## src/sigie_pkg.sv

```systemverilog
// Constants, types and carriers for the signalling message and element parser.
// Assumes one clock domain and octets delivered in order by the link layer.
package sigie_pkg;

    // Protocol discriminators
    localparam logic [7:0] SIGIE_PD_MAINT = 8'h03;
    localparam logic [7:0] SIGIE_PD_CC = 8'h08;

    // Call reference
    localparam logic [3:0] SIGIE_CR_MAX = 4'h2;

    // Single-octet element identifiers (bits 7-5) and the reset codeset
    localparam logic [2:0] SIGIE_TYPE2_ID = 3'h2;
    localparam logic [2:0] SIGIE_SHIFT_ID = 3'h1;
    localparam logic [2:0] SIGIE_CODESET_RST = 3'h0;

    // Message type codes, bit 8 excluded
    localparam logic [6:0] SIGIE_MT_ALERT = 7'h01;
    localparam logic [6:0] SIGIE_MT_CALLPROC = 7'h02;
    localparam logic [6:0] SIGIE_MT_PROGRESS = 7'h03;
    localparam logic [6:0] SIGIE_MT_SETUP = 7'h05;
    localparam logic [6:0] SIGIE_MT_CONNECT = 7'h07;
    localparam logic [6:0] SIGIE_MT_CONNACK = 7'h0f;
    localparam logic [6:0] SIGIE_MT_USERINFO = 7'h20;
    localparam logic [6:0] SIGIE_MT_DISC = 7'h45;
    localparam logic [6:0] SIGIE_MT_RESTART = 7'h46;
    localparam logic [6:0] SIGIE_MT_RELEASE = 7'h4d;
    localparam logic [6:0] SIGIE_MT_RESTACK = 7'h4e;
    localparam logic [6:0] SIGIE_MT_RELCOMP = 7'h5a;
    localparam logic [6:0] SIGIE_MT_FAC = 7'h62;
    localparam logic [6:0] SIGIE_MT_REGISTER = 7'h64;
    localparam logic [6:0] SIGIE_MT_FACACK = 7'h6a;
    localparam logic [6:0] SIGIE_MT_FACREJ = 7'h72;
    localparam logic [6:0] SIGIE_MT_STATENQ = 7'h75;
    localparam logic [6:0] SIGIE_MT_CONGEST = 7'h79;
    localparam logic [6:0] SIGIE_MT_STATUS = 7'h7d;
    localparam logic [6:0] SIGIE_MT_SERVICE = 7'h0f;
    localparam logic [6:0] SIGIE_MT_SERVACK = 7'h07;

    typedef enum logic [4:0] {
        FN_UNKNOWN = 5'h00, FN_ALERT = 5'h01, FN_CALLPROC = 5'h02, FN_PROGRESS = 5'h03,
        FN_SETUP = 5'h04, FN_CONNECT = 5'h05, FN_CONNACK = 5'h06, FN_USERINFO = 5'h07,
        FN_DISC = 5'h08, FN_RESTART = 5'h09, FN_RELEASE = 5'h0a, FN_RESTACK = 5'h0b,
        FN_RELCOMP = 5'h0c, FN_FAC = 5'h0d, FN_REGISTER = 5'h0e, FN_FACACK = 5'h0f,
        FN_FACREJ = 5'h10, FN_STATENQ = 5'h11, FN_CONGEST = 5'h12, FN_STATUS = 5'h13,
        FN_SERVICE = 5'h14, FN_SERVACK = 5'h15
    } sigie_func_t;

    typedef enum logic [2:0] {
        ST_PD = 3'h0, ST_CRLEN = 3'h1, ST_CRVAL = 3'h2, ST_MTYPE = 3'h3,
        ST_IE_ID = 3'h4, ST_IE_LEN = 3'h5, ST_IE_BODY = 3'h6, ST_DRAIN = 3'h7
    } sigie_st_t;

    typedef struct packed {
        logic valid;
        logic last;
        logic [7:0] data;
    } sigie_octet_t;

    typedef struct packed {
        logic valid;
        logic [7:0] pd;
        logic [3:0] cr_len;
        logic cr_flag;
        logic [14:0] cref;
        logic [7:0] mtype;
        sigie_func_t func;
    } sigie_hdr_t;

    typedef struct packed {
        logic valid;
        logic first;
        logic last;
        logic single;
        logic type2;
        logic [2:0] codeset;
        logic [7:0] id;
        logic [7:0] len;
        logic [7:0] data;
        logic [3:0] grp;
        logic grp_end;
    } sigie_beat_t;

endpackage

```

## src/sigie_parser.sv

```systemverilog
// Layer 3 signalling message parser: header decode and element streaming.
// Assumes one octet per valid cycle, in order, with last on the final octet.
`timescale 1ns/1ps
// Contract
// - Call reference length is low four bits of octet two; accept 1 or 2. The code also accepts 0 and goes straight to the message type.
// - The octet after the call reference is the message type.
// - Message type bit 8 is reserved; match codes on bits 7-1.
// - Decode alerting, call proceeding, progress, setup, connect, connect acknowledge.
// - Decode user information, disconnect, restart, release, restart ack, release complete.
// - Decode facility, register, facility ack/reject, status enquiry, congestion, status.
// - Element bit 8 set means single octet; clear means variable with length.
// - Variable elements ascend in identifier within a codeset.
// - Single-octet elements may appear anywhere in the message.
// - Bits 7-5 hold type 1 identifier; pattern 010 marks type 2.
// - Spare bits sent as zero; a set spare bit never rejects.
// - Length octet counts content octets from octet three, bit 1 LSB.
// - Zero-length optional element equals absent element.
// - Content bit 8 is extension flag; one ends the group.
// - Extra extension octets are accepted and skipped without interpretation.
// - Bits 7-1 may also extend an octet; both mechanisms delimit groups. The code delimits groups on bit 8 only.
// - Network passes congestion, shift, more-data and listed variable elements.
// - Each message starts with codeset zero active.
module sigie_parser (
    // Clock and reset
    input wire logic ref_clk,
    input wire logic rst,
    // Octets from the link layer
    input sigie_pkg::sigie_octet_t in_oct,
    // Decoded header, one-cycle pulse
    output sigie_pkg::sigie_hdr_t hdr,
    // Element content stream
    output sigie_pkg::sigie_beat_t beat,
    // Error pulses
    output logic fmt_err,
    output logic ord_err
);
    import sigie_pkg::*;

    typedef struct packed {
        sigie_st_t st;
        logic [3:0] cr_left;
        logic [7:0] len_left;
        logic [6:0] last_id;
        logic id_seen;
        logic [2:0] codeset;
        logic [7:0] cur_id;
        logic [7:0] cur_len;
        logic [3:0] grp;
        sigie_hdr_t hdr;
        sigie_beat_t beat;
        logic fmt_err;
        logic ord_err;
    } sigie_state_t;

    sigie_state_t s_q;
    sigie_state_t s_d;
    sigie_func_t dec_func;
    logic [7:0] din;

    assign din = in_oct.data;

    sigie_msg_decode u_dec (
        .pd(s_q.hdr.pd),
        .mtype(din),
        .func(dec_func)
    );

    always_comb begin
        s_d = s_q;
        s_d.hdr.valid = 1'b0;
        s_d.beat.valid = 1'b0;
        s_d.fmt_err = 1'b0;
        s_d.ord_err = 1'b0;
        if (in_oct.valid) begin
            unique case (s_q.st)
                ST_PD: begin
                    s_d.hdr.pd = din;
                    s_d.codeset = SIGIE_CODESET_RST;
                    s_d.id_seen = 1'b0;
                    s_d.st = ST_CRLEN;
                    if (in_oct.last) begin
                        s_d.fmt_err = 1'b1;
                        s_d.st = ST_PD;
                    end
                end
                ST_CRLEN: begin
                    s_d.hdr.cr_len = din[3:0];
                    s_d.hdr.cr_flag = 1'b0;
                    s_d.hdr.cref = 15'h0000;
                    s_d.cr_left = din[3:0];
                    if (in_oct.last) begin
                        s_d.fmt_err = 1'b1;
                        s_d.st = ST_PD;
                    end else if (din[3:0] > SIGIE_CR_MAX) begin
                        s_d.fmt_err = 1'b1;
                        s_d.st = ST_DRAIN;
                    end else if (din[3:0] == 4'h0) begin
                        s_d.st = ST_MTYPE;
                    end else begin
                        s_d.st = ST_CRVAL;
                    end
                end
                ST_CRVAL: begin
                    // High octet first; flag sits in bit 8 of the first octet
                    if (s_q.cr_left == s_q.hdr.cr_len) begin
                        s_d.hdr.cr_flag = din[7];
                        s_d.hdr.cref = {8'h00, din[6:0]};
                    end else begin
                        s_d.hdr.cref = {s_q.hdr.cref[6:0], din};
                    end
                    s_d.cr_left = s_q.cr_left - 4'h1;
                    if (in_oct.last) begin
                        s_d.fmt_err = 1'b1;
                        s_d.st = ST_PD;
                    end else if (s_q.cr_left == 4'h1) begin
                        s_d.st = ST_MTYPE;
                    end
                end
                ST_MTYPE: begin
                    s_d.hdr.mtype = din;
                    s_d.hdr.func = dec_func;
                    s_d.hdr.valid = 1'b1;
                    s_d.st = in_oct.last ? ST_PD : ST_IE_ID;
                end
                ST_IE_ID: begin
                    if (din[7]) begin
                        // Accepted in any position; order tracking untouched except by an upward locking shift
                        s_d.beat.valid = 1'b1;
                        s_d.beat.first = 1'b1;
                        s_d.beat.last = 1'b1;
                        s_d.beat.single = 1'b1;
                        s_d.beat.type2 = (din[6:4] == SIGIE_TYPE2_ID);
                        s_d.beat.codeset = s_q.codeset;
                        s_d.beat.id = s_d.beat.type2 ? din : {5'h00, din[6:4]};
                        s_d.beat.len = 8'h00;
                        s_d.beat.data = din;
                        s_d.beat.grp = 4'h0;
                        s_d.beat.grp_end = 1'b1;
                        // Locking shift only moves upward; ordering restarts
                        if (din[6:4] == SIGIE_SHIFT_ID && !din[3] && din[2:0] > s_q.codeset) begin
                            s_d.codeset = din[2:0];
                            s_d.id_seen = 1'b0;
                        end
                        if (in_oct.last) begin
                            s_d.st = ST_PD;
                        end
                    end else begin
                        if (s_q.id_seen && din[6:0] <= s_q.last_id) begin
                            s_d.ord_err = 1'b1;
                        end
                        s_d.last_id = din[6:0];
                        s_d.id_seen = 1'b1;
                        s_d.cur_id = din;
                        s_d.st = ST_IE_LEN;
                        if (in_oct.last) begin
                            s_d.fmt_err = 1'b1;
                            s_d.st = ST_PD;
                        end
                    end
                end
                ST_IE_LEN: begin
                    s_d.cur_len = din;
                    s_d.len_left = din;
                    s_d.grp = 4'h0;
                    if (din == 8'h00) begin
                        // Empty element produces no beats at all
                        s_d.st = in_oct.last ? ST_PD : ST_IE_ID;
                    end else if (in_oct.last) begin
                        s_d.fmt_err = 1'b1;
                        s_d.st = ST_PD;
                    end else begin
                        s_d.st = ST_IE_BODY;
                    end
                end
                ST_IE_BODY: begin
                    // Every identifier is passed on; no element is filtered
                    s_d.beat.valid = 1'b1;
                    s_d.beat.first = (s_q.len_left == s_q.cur_len);
                    s_d.beat.last = (s_q.len_left == 8'h01) || in_oct.last;
                    s_d.beat.single = 1'b0;
                    s_d.beat.type2 = 1'b0;
                    s_d.beat.codeset = s_q.codeset;
                    s_d.beat.id = s_q.cur_id;
                    s_d.beat.len = s_q.cur_len;
                    s_d.beat.data = din;
                    // Bits 7-1 extensions stay in the group until bit 8 closes it
                    s_d.beat.grp = s_q.grp;
                    s_d.beat.grp_end = din[7];
                    s_d.grp = s_q.grp + {3'h0, din[7]};
                    s_d.len_left = s_q.len_left - 8'h01;
                    if (s_q.len_left == 8'h01) begin
                        s_d.st = in_oct.last ? ST_PD : ST_IE_ID;
                    end else if (in_oct.last) begin
                        s_d.fmt_err = 1'b1;
                        s_d.st = ST_PD;
                    end
                end
                ST_DRAIN: begin
                    if (in_oct.last) begin
                        s_d.st = ST_PD;
                    end
                end
            endcase
        end
    end

    always_ff @(posedge ref_clk) begin
        if (rst) begin
            s_q <= '0;
        end else begin
            s_q <= s_d;
        end
    end

    assign hdr = s_q.hdr;
    assign beat = s_q.beat;
    assign fmt_err = s_q.fmt_err;
    assign ord_err = s_q.ord_err;
endmodule // sigie_parser

```

## src/sigie_msg_decode.sv

```systemverilog
// Message type decoder: discriminator plus type octet to message function.
// Purely combinational; the parser registers the result.
`timescale 1ns/1ps
module sigie_msg_decode (
    // Message header fields
    input wire logic [7:0] pd,
    input wire logic [7:0] mtype,
    // Decoded function
    output sigie_pkg::sigie_func_t func
);
    import sigie_pkg::*;

    always_comb begin
        func = FN_UNKNOWN;
        // Bit 8 reserved; codes matched on bits 7-1 only
        if (pd == SIGIE_PD_MAINT) begin
            case (mtype[6:0])
                SIGIE_MT_SERVICE: func = FN_SERVICE;
                SIGIE_MT_SERVACK: func = FN_SERVACK;
                default: func = FN_UNKNOWN;
            endcase
        end else if (pd == SIGIE_PD_CC) begin
            case (mtype[6:0])
                SIGIE_MT_ALERT: func = FN_ALERT;
                SIGIE_MT_CALLPROC: func = FN_CALLPROC;
                SIGIE_MT_PROGRESS: func = FN_PROGRESS;
                SIGIE_MT_SETUP: func = FN_SETUP;
                SIGIE_MT_CONNECT: func = FN_CONNECT;
                SIGIE_MT_CONNACK: func = FN_CONNACK;
                SIGIE_MT_USERINFO: func = FN_USERINFO;
                SIGIE_MT_DISC: func = FN_DISC;
                SIGIE_MT_RESTART: func = FN_RESTART;
                SIGIE_MT_RELEASE: func = FN_RELEASE;
                SIGIE_MT_RESTACK: func = FN_RESTACK;
                SIGIE_MT_RELCOMP: func = FN_RELCOMP;
                SIGIE_MT_FAC: func = FN_FAC;
                SIGIE_MT_REGISTER: func = FN_REGISTER;
                SIGIE_MT_FACACK: func = FN_FACACK;
                SIGIE_MT_FACREJ: func = FN_FACREJ;
                SIGIE_MT_STATENQ: func = FN_STATENQ;
                SIGIE_MT_CONGEST: func = FN_CONGEST;
                SIGIE_MT_STATUS: func = FN_STATUS;
                default: func = FN_UNKNOWN;
            endcase
        end
    end

endmodule // sigie_msg_decode

```

## config.mk

```make
export PLATFORM = sky130hd
export DESIGN_NAME = sigie_parser
export DESIGN_NICKNAME = d
export VERILOG_FILES = /design/src/sigie_pkg.sv /design/src/sigie_parser.sv /design/src/sigie_msg_decode.sv
export SDC_FILE = /design/constraint.sdc
export NUM_CORES = 1
export LEC_CHECK = 0
export BUFFER_PORTS_ARGS = -buffer_cell sky130_fd_sc_hd__buf_2
export CAP_MARGIN = 20
export CORE_UTILIZATION = 23
export CTS_CLUSTER_SIZE = 20
export DETAILED_ROUTE_END_ITERATION = 10
export SLEW_MARGIN = 10
export SYNTH_ARGS = -nofsm -noshare
export SYNTH_HDL_FRONTEND = slang
export SYNTH_SLANG_ARGS = --single-unit
```

## constraint.sdc

```tcl
create_clock -name ref_clk -period 2.6 [get_ports ref_clk]
set_input_delay 0.39 -clock ref_clk [delete_from_list [all_inputs] [get_ports ref_clk]]
set_output_delay 0.39 -clock ref_clk [all_outputs]
set_load 0.1 [all_outputs]
```

==> results of run 1 <==
cell usage in the layout, fill, tap and decap left out, types with 5 or more instances in the layout:
cell type / n
a21oi_1: 73
a22oi_1: 35
a31oi_1: 6
and3_1: 6
buf_2: 91
buf_4: 21
clkbuf_16: 17
dfxtp_1: 117
ha_1: 16
inv_1: 16
mux2i_1: 10
nand2_1: 91
nand2b_1: 8
nand3_1: 12
nand3b_1: 6
nand4_1: 7
nor2_1: 88
nor2b_1: 7
nor3_1: 13
o21ai_0: 14
o22ai_1: 5
xnor2_1: 8
xor2_1: 11
sequential cells by signal (all words and copies together) (netlist names):
register	cells
beat	35
fmt_err	1
hdr	42
ord_err	1
s_q	38
layer usage:
| metal | routed length [um] | share of wire, % | global-route usage, % | up-vias |
|---|---|---|---|---|
| met3 | 1035 | 6.1 | 3.947 | 25 |
| met4 | 337 | 2.0 | 4.843 | 0 |
| li1 | - | - | - | 2464 |
| met2 | 7692 | 46 | 19.50 | 136 |
| met5 | 0 | 0 | 0 | - |
| met1 | 7806 | 46 | 16.70 | 2313 |
logic make-up (layout without fill, tap and decap cells):
| family | after synthesis | in the layout | synth area share, % |
|---|---|---|---|
| AND/OR/NAND/NOR | 263 | 263 | 20.58 |
| AO/OA/AOI/OAI | 166 | 166 | 17.52 |
| buffers and inverters | 148 | 162 | 14.74 |
| flip-flops | 117 | 117 | 39.32 |
| XOR/XNOR | 19 | 19 | 2.794 |
| adder cells (fa/ha/maj) | 16 | 16 | 3.361 |
| multiplexers | 10 | 10 | 1.680 |
synthesized netlist by cell type (5+ instances only):
master and n:
a31oi_1 6, mux2i_1 10, and3_1 6, nand3b_1 6, nand4_1 7, nor2b_1 7
xnor2_1 8, a21oi_1 73, clkbuf_1 34, nor3_1 13, nand3_1 12, nand2_1 91
o22ai_1 5, buf_2 15, o21ai_0 14, inv_1 16, a22oi_1 35, buf_4 81
nor2_1 88, xor2_1 11, ha_1 16, dfxtp_1 117, nand2b_1 8
worst reg2reg max path: cells and delay by family (launching register included):
| kind | cells | cell delay [ps] |
|---|---|---|
| and+or+nand+nor | 4 | 630 |
| DFF | 1 | 600 |
| buffers and inverters | 2 | 380 |
| AOI/OAI and AO/OA | 1 | 300 |
final cells by class:
| class | count | area (um^2) |
|---|---|---|
| inverters | 17 | 63.81 |
| multi-input cells | 474 | 2736 |
| fillers | 2740 | 18580 |
| flip-flops and latches | 117 | 2342 |
| clock buffers | 18 | 429.2 |
| repair buffers | 113 | 633.1 |
| well taps | 330 | 412.9 |
| clock inverters | 14 | 127.6 |
power by group through the flow:
stage | sequential [mW] | clock (mW) | combinational (mW)
2_1_floorplan | 1.86 | 0 | 0.259
3_5_place_dp | 1.87 | 0 | 0.334
6_report | 1.83 | 2.23 | 0.333
4_1_cts | 1.83 | 2.27 | 0.335
3_3_place_gp | 1.87 | 0 | 0.331
5_1_grt | 1.83 | 2.34 | 0.360
metrics by stage:
step	hold slack (ps)	std cells	power, mW	area [um^2]	util (%)
2_1_floorplan	431.2	739	2.124	5957	-
3_3_place_gp	443.0	1051	2.197	6188	24.43
3_5_place_dp	446.5	1051	2.201	6188	24.43
4_1_cts	282.7	1083	4.430	6745	26.63
5_1_grt	295.8	1083	4.529	6745	26.63
6_report	297.4	1083	4.389	6745	26.63
worst min path at each step:
stage,from,to,slack [ps],depth (start not counted)
CTS,in_oct[4],beat[9],280,3
floorplan,s_q[104],s_q[104],430,2
global route,in_oct[0],beat[5],300,3
finish,in_oct[4],beat[9],300,3
global placement,beat[10],beat[10],440,2
detailed placement,hdr[5],hdr[5],450,2
==> results.py, run 1 <==
metrics = {
    "run_status": {
        "status": "completed",
    },
    "setup_path": {
        "cp-start-kind": "flop",
        "cp.depth": 7,
        "worst_ep_required_time_ps": 2910,
        "worstPathArrival_ps": 2330,
        "crit_chain": "nor2b_1 -> buf_4 -> nand2_1 -> or2_1 -> buf_4 -> a221oi_1 -> nor2_1",
        "r2r_start": "s_q[126]",
        "startpoint": "s_q[126]",
        "worst_path_largest_cell_delay_ps": 600,
        "r2r-end": "beat[23]",
        "reg2reg_depth": 7,
        "cp_top_family": "simple AND/OR/NAND/NOR gates",
        "crit_type": "flop to flop",
        "worstSetupEndpoint": "beat[23]",
        "rrSetupSlack_ps": 570,
        "critPathMaxFanout": 16,
        "cpMostUsedCell": "buf_4",
        "cp_slowest_cell": "dfxtp_1",
        "crit_buf_inv": 2,
        "endpoint_kind": "flop",
    },
    "place": {
        "dpl.hpwl_um": 11990,
        "port_buffers": 92,
        "place_ws_ps": 478.2,
        "place.gp.congestion": 0.8913,
    },
    "power_and_ir_drop": {
        "power_frac_clock_pct": 50.8,
        "ir_drop_v": 0.0004479,
        "intPower_mw": 3.212,
        "p_sw_mw": 1.177,
        "p_sw_share_pct": 26.81,
        "powerDensity_nw_per_um2": 650.6,
        "combPwrFrac_pct": 7.6,
        "pwr-share-seq_pct": 41.6,
        "p_leak_nw": 2.723,
    },
    "drt": {
        "drc_errors": 0,
        "detail_route.wl_per_cell_um": 15.58,
        "vias_per_cell": 4.560,
        "drt_pass1_iterations": 5,
        "vias": 4938,
        "final_antenna_net_count": 0,
        "finalWirelength_um": 16870,
        "drtIter0Drc": 399,
    },
    "finish": {
        "drive_gt1_share_pct": 19.92,
        "diodes": 0,
        "syn_to_final_growth_pct": 13.23,
        "nNetsFinal": 768,
    },
    "floorplan": {
        "start_util_pct": 23.52,
        "die-width_um": 162.9,
        "die_h_um": 162.9,
        "core_um2": 25330,
        "dieArea_um2": 26550,
        "io_pins": 93,
        "fp-row-count": 58,
    },
    "synth": {
        "yosysSeqAreaShare_pct": 39.32,
        "synth.top_cell.area_share_pct": 39.32,
        "syn_inst": 739,
        "ys_warn_count": 0,
        "synthDistinctLibCells": 61,
        "synth_edf_count": 0,
        "synthesis.area_um2": 5957,
        "synth_ff_type": "dfxtp_1",
        "yosysTopAreaCell": "dfxtp_1",
        "ys_ff_latch": 117,
        "avgSynthCellArea_um2": 8.061,
        "synthArstFlopShare_pct": 0,
        "synthesis.nets": 767,
        "synthTopCellsByArea": "dfxtp_1, buf_4, a21oi_1",
    },
    "clock_tree": {
        "ctsResizeCount": 0,
        "h-tree-depth": 4,
        "cts_max_path_buffers": 2,
        "cts_hold_buf": 0,
        "cts.clk_slew.worst_paths_ps": 60,
        "cts.sinks": 117,
        "cts_tree": "built",
        "clock_latency_ps": 420,
        "cts_setup_buffers": 0,
        "root_buffer": "clkbuf_16",
        "cts_buffers": 17,
    },
    "grt": {
        "grt_usage_pct": 12.77,
        "gr-total-overflow": 0,
        "first_global_vias": 4550,
        "grt_max_degree": 65,
        "grt_pass1_wl_um": 26010,
        "antenna_found_initial": 0,
    },
    "sta": {
        "slew_headroom_pct": 51.54,
        "fin_ws_ps": 571.7,
        "clock_skew_ps": 8.322,
        "tns_ps": 0,
        "slew_viol_final": 0,
        "worst_pin_slew_ps": 726.0,
        "grt_setup_unrepaired": "no",
        "hold_viol_final": 0,
        "setup_viol_count_final": 0,
        "fmax_mhz": 493.0,
        "min_period_ps": 2028,
        "final.period_utilization_pct": 78.01,
    },
    "min_path": {
        "min_path_type": "input port to flop",
    },
    "flow_run": {
        "maxCapViolCount": 0,
    },
}
Power figures use the tool's default switching activity.
==> inputs of run 2 (changes only) <==
--- a/config.mk
+++ b/config.mk
@@ -5,6 +5,7 @@
 export SDC_FILE = /design/constraint.sdc
 export NUM_CORES = 1
 export LEC_CHECK = 0
+export ABC_AREA = 1
 export BUFFER_PORTS_ARGS = -buffer_cell sky130_fd_sc_hd__buf_2
 export CAP_MARGIN = 20
 export CORE_UTILIZATION = 23
==> constraint.sdc (replaced) <==
create_clock -name ref_clk -period 1.69 [get_ports ref_clk]
set_input_delay 0.2535 -clock ref_clk [delete_from_list [all_inputs] [get_ports ref_clk]]
set_output_delay 0.2535 -clock ref_clk [all_outputs]
set_load 0.1 [all_outputs]
==> results.py, run 2 <==
metrics = {
    "synth": {
        "synthTopCellsByCount": "nand2_1, dfxtp_1, a21oi_1, buf_4, o21ai_0",
        "synth_most_common_cell": "nand2_1",
        "synthArstFlopShare_pct": 0,
        "ys_warn_count": 0,
        "ys_ff_latch": 117,
        "synth_edf_count": 0,
        "yosysSeqAreaShare_pct": 38.95,
        "synth.top_cell.area_share_pct": 38.95,
        "synthDistinctLibCells": 36,
        "synthesis.area_um2": 6013,
        "yosysTopAreaCell": "dfxtp_1",
        "avgSynthCellArea_um2": 7.289,
        "syn_inst": 825,
        "synthTopCellsByArea": "dfxtp_1, buf_4, nand2_1",
        "synthesis.nets": 853,
        "synth_ff_type": "dfxtp_1",
    },
    "grt": {
        "first_global_vias": 5027,
        "gr-total-overflow": 0,
        "antenna_found_initial": 1,
        "grt_pass1_wl_um": 27340,
        "grt_max_degree": 56,
        "grt_usage_pct": 13.38,
    },
    "clock_tree": {
        "h-tree-depth": 4,
        "cts_max_path_buffers": 2,
        "cts_tree": "built",
        "cts.clk_slew.worst_paths_ps": 60,
        "cts.sinks": 117,
        "root_buffer": "clkbuf_16",
        "clock_latency_ps": 420,
        "cts_buffers": 17,
    },
    "drt": {
        "drc_errors": 0,
        "drtIter0Drc": 473,
        "detail_route.wl_per_cell_um": 14.45,
        "vias_per_cell": 4.437,
        "drt_pass1_iterations": 5,
        "final_antenna_net_count": 0,
        "finalWirelength_um": 17460,
        "vias": 5360,
    },
    "setup_path": {
        "cp_slowest_cell": "dfxtp_2",
        "worstPathArrival_ps": 1860,
        "worst_path_largest_cell_delay_ps": 370,
        "endpoint_kind": "flop",
        "critPathMaxFanout": 18,
        "cp-start-kind": "flop",
        "worst_ep_required_time_ps": 1990,
        "crit_type": "flop to flop",
        "crit_chain": "buf_4 -> nor3_2 -> nand2_2 -> nand2_4 -> inv_4 -> a211oi_1 -> nor2_1",
    },
    "finish": {
        "fin_area_um2": 7078,
        "mostFrequentLayoutCell": "nand2_1",
        "largest_register_ffs": 42,
        "nNetsFinal": 892,
        "drive_gt1_share_pct": 21.66,
        "final_cell_mix": "nand2_1, dfxtp_1, a21oi_1",
        "syn_to_final_growth_pct": 17.71,
    },
    "flow_run": {
        "maxCapViolCount": 0,
    },
    "power_and_ir_drop": {
        "ir_drop_v": 0.0007059,
        "p_leak_nw": 3.078,
        "powerDensity_nw_per_um2": 1010,
        "finalPower_mw": 7.146,
    },
    "sta": {
        "final.period_utilization_pct": 91.87,
        "grt_setup_unrepaired": "no",
        "fmax_mhz": 644.1,
        "min_period_ps": 1553,
        "slew_viol_final": 0,
        "tns_ps": 0,
        "slew_headroom_pct": 66.28,
        "worst_pin_slew_ps": 509.3,
        "hold_viol_final": 0,
        "setup_viol_count_final": 0,
        "clock_skew_ps": 13.37,
    },
    "min_path": {
        "min_path_type": "input port to flop",
    },
    "floorplan": {
        "die-width_um": 163.7,
        "core_um2": 25400,
        "dieArea_um2": 26800,
        "start_util_pct": 23.67,
        "die_h_um": 163.7,
        "io_pins": 93,
        "fp-row-count": 58,
    },
    "run_status": {
        "status": "completed",
    },
    "place": {
        "dpl.hpwl_um": 12890,
        "post_dp_cell_area_um2": 6455,
        "port_buffers": 92,
        "place.gp.congestion": 0.8668,
    },
}
==> run 2: changes by cell type in the layout (fill, tap and decap cells not counted), sizes merged, moves of 8 or more <==
cell | before | now
mux2i | 10 | 0
o21ai | 14 | 70
a21oi | 73 | 110
nor2 | 88 | 73
nand3 | 13 | 34
buf | 113 | 133
inv | 19 | 67
nand2b | 8 | 0
nand2 | 91 | 158
a22oi | 35 | 4
==> run 2: final cells by class <==
cell class              instances  area, um^2
diodes                          1       2.502
clock buffers                  21       480.5
clock inverters                11       125.1
fillers                      2763       18320
inverters                      68       257.7
multi-input cells             527        2660
flip-flops and latches        117        2346
well taps                     330       412.9
repair buffers                133       793.3
==> run 2: final timing paths <==
check             startpoint       end  slack [ps]  depth (start not counted)
hold / removal     in_oct[8]  s_q[125]         210                          4
setup / recovery    s_q[125]  s_q[121]         140                          7
hold reg to reg     beat[27]  beat[27]         460                          2
setup reg to reg    s_q[125]  s_q[121]         140                          7
==> run 2: cell families (layout without fill, tap and decap cells) <==
kind of cell	after synthesis	in the layout	synth area share, %
compound gates	204	204	17.77
other cells	0	1	0
xor+xnor	10	10	1.457
flops	117	117	38.95
simple gates	297	297	21.49
fa+ha+maj	16	16	3.329
buf+inv	181	233	17.00
==> run 2: stage by stage <==
stage                     util [%]  worst slack, ps  cells  hold slack [ps]
after detailed placement     25.41            91.29   1175            451.7
after global placement       25.41            130.9   1175            447.5
after CTS                    27.80            96.00   1207            205.0
after global routing         27.86            16.18   1207            238.0
final                        27.87            137.5   1208            213.3
after floorplan                  -            252.1    825            401.7
==> run 2: worst max-delay path, delay by kind of cell, from the launching register on <==
kind,cells,cell delay (ps)
AND/OR/NAND/NOR,4,620
flip-flops,1,370
buffers and inverters,2,270
AO/OA/AOI/OAI,1,190
==> run 2: routing by layer <==
metal | part of all wire, % | global-route usage, % | vias to the layer above
li1 | - | - | 2740
met1 | 46 | 17.06 | 2423
met2 | 44 | 20.34 | 171
met3 | 8.4 | 5.152 | 26
met4 | 2.1 | 4.882 | 0
met5 | 0 | 0 | -
==> run 2: where the power goes <==
part / switching [mW] / leakage (nW) / internal (mW)
combinational: 0.503 / 1.85 / 0.163
clock: 1.33 / 0.283 / 2.32
sequential: 0.0313 / 0.947 / 2.80
total: 1.86 / 3.08 / 5.28
==> run 2: what timing repair did <==
action,CTS,global route
hold buffers,0,0
endpoints found under the setup margin,0,29
gates resized for setup,0,5
setup buffers,0,0
==> inputs of run 3 (changes only) <==
--- a/config.mk
+++ b/config.mk
@@ -8,9 +8,11 @@
 export ABC_AREA = 1
 export BUFFER_PORTS_ARGS = -buffer_cell sky130_fd_sc_hd__buf_2
 export CAP_MARGIN = 20
+export CORE_MARGIN = 5
 export CORE_UTILIZATION = 23
 export CTS_CLUSTER_SIZE = 20
 export DETAILED_ROUTE_END_ITERATION = 10
+export PLACE_DENSITY = 0.46
 export SLEW_MARGIN = 10
 export SYNTH_ARGS = -nofsm -noshare
 export SYNTH_HDL_FRONTEND = slang
==> results.py, run 3 (synthesis gave the netlist of run 2 again) <==
metrics = {
    "drt": {
        "drc_errors": 0,
        "finalWirelength_um": 18570,
        "vias_per_cell": 4.353,
        "vias": 5333,
        "final_antenna_net_count": 0,
        "detail_route.wl_per_cell_um": 15.16,
        "drtIter0Drc": 333,
        "drt_pass1_iterations": 4,
    },
    "run_status": {
        "status": "completed",
    },
    "sta": {
        "hold_viol_final": 0,
        "setup_viol_count_final": 0,
        "final.period_utilization_pct": 91.63,
        "fmax_mhz": 645.8,
        "grt_setup_unrepaired": "no",
        "min_period_ps": 1549,
        "clock_skew_ps": 9.728,
        "slew_viol_final": 0,
        "slew_headroom_pct": 66.61,
        "worst_pin_slew_ps": 504.4,
        "tns_ps": 0,
        "fin_ws_ps": 141.5,
    },
    "setup_path": {
        "crit_chain": "inv_1 -> nor3_2 -> nand2_2 -> nand2_4 -> inv_4 -> a211oi_1 -> nor2_1",
        "rrSetupSlack_ps": 140,
        "worst_ep_required_time_ps": 2000,
        "endpoint_kind": "flop",
        "critPathMaxFanout": 18,
        "cp-start-kind": "flop",
        "worstPathArrival_ps": 1860,
        "cp_slowest_cell": "dfxtp_1",
        "worst_path_largest_cell_delay_ps": 430,
        "reg2reg_depth": 7,
        "r2r_start": "s_q[124]",
        "startpoint": "s_q[124]",
        "crit_type": "flop to flop",
    },
    "finish": {
        "mostFrequentLayoutCell": "nand2_1",
        "syn_to_final_growth_pct": 19.43,
        "largest_register_ffs": 42,
        "diodes": 0,
        "fin_util_pct": 27.72,
        "layout.cells.non_filler": 1225,
        "final_cell_mix": "nand2_1, dfxtp_1, a21oi_1",
        "drive_gt1_share_pct": 22.92,
        "nNetsFinal": 905,
    },
    "power_and_ir_drop": {
        "powerDensity_nw_per_um2": 1018,
        "p_leak_nw": 3.152,
        "finalPower_mw": 7.312,
        "ir_drop_v": 0.0006186,
    },
    "place": {
        "place.gp.congestion": 0.8765,
        "dpl.hpwl_um": 13720,
        "port_buffers": 92,
        "dp_cells": 1193,
        "place_ws_ps": 90.52,
    },
    "clock_tree": {
        "h-tree-depth": 4,
        "clock_latency_ps": 420,
        "cts_buffers": 17,
        "cts_tree": "built",
        "cts.clk_slew.worst_paths_ps": 60,
        "ctsResizeCount": 0,
        "cts_setup_buffers": 0,
        "cts_hold_buf": 0,
        "cts_max_path_buffers": 2,
        "cts.sinks": 117,
        "root_buffer": "clkbuf_16",
    },
    "grt": {
        "antenna_found_initial": 0,
        "gr-total-overflow": 0,
        "grt_pass1_wl_um": 29160,
        "first_global_vias": 5130,
        "grt_usage_pct": 12.81,
        "grt_max_degree": 56,
    },
    "min_path": {
        "worstHoldStart": "in_oct[6]",
        "min_path_type": "input port to flop",
        "holdPathStages": 3,
    },
    "floorplan": {
        "start_util_pct": 23.21,
        "die_h_um": 171.7,
        "fp-row-count": 59,
        "dieArea_um2": 29480,
        "die-width_um": 171.7,
        "core_um2": 25910,
        "io_pins": 93,
    },
    "flow_run": {
        "maxCapViolCount": 0,
    },
}
[run 3: changes by cell type in the layout (fill, tap and decap cells not counted), sizes merged]
cell	previous run	this run
buf	133	146
clkbuf	21	18
inv	67	70
bufinv	2	3
clkinvlp	5	4
diode	1	0
[run 3: routing by layer]
layer	vias up	track usage, %	share of wire (%)
met5	-	0	0
met4	0	4.134	1.4
met3	18	3.884	5.9
met2	100	19.36	43
met1	2449	17.46	50
li1	2766	-	-
[run 3: path summary, 6_finish.rpt]
kind	end
worst max register to register	s_q[121]
worst min register to register	beat[13]
worst min-delay path	hdr[11]
worst max-delay path	s_q[121]
[run 3: critical path: cells and delay by family (launching register included)]
| family | cells | cell delay, ps |
|---|---|---|
| AO/OA/AOI/OAI | 1 | 210 |
| AND/OR/NAND/NOR | 4 | 590 |
| flip-flops | 1 | 430 |
| buffers and inverters | 2 | 210 |
[run 3: area by class of cell]
| type | count | area [um^2] |
|---|---|---|
| clock buffer | 18 | 439.2 |
| clock inverter | 14 | 173.9 |
| fill | 2850 | 18730 |
| inverter | 68 | 260.3 |
| multi-input combinational | 527 | 2654 |
| sequential | 117 | 2345 |
| tap | 335 | 419.2 |
| timing repair buffer | 146 | 890.9 |
[run 3: where the power goes]
group	internal [mW]	leakage, nW	switching (mW)
logic	0.178	1.92	0.519
clock network	2.37	0.289	1.42
registers	2.80	0.946	0.0291
[run 3: through the flow]
stage                     area, um^2  hold slack, ps
after CTS                       7172           173.6
final                           7182           193.7
after global routing            7182           190.7
after detailed placement        6559           452.0
after floorplan                 6013           401.7
after global placement          6559           449.1
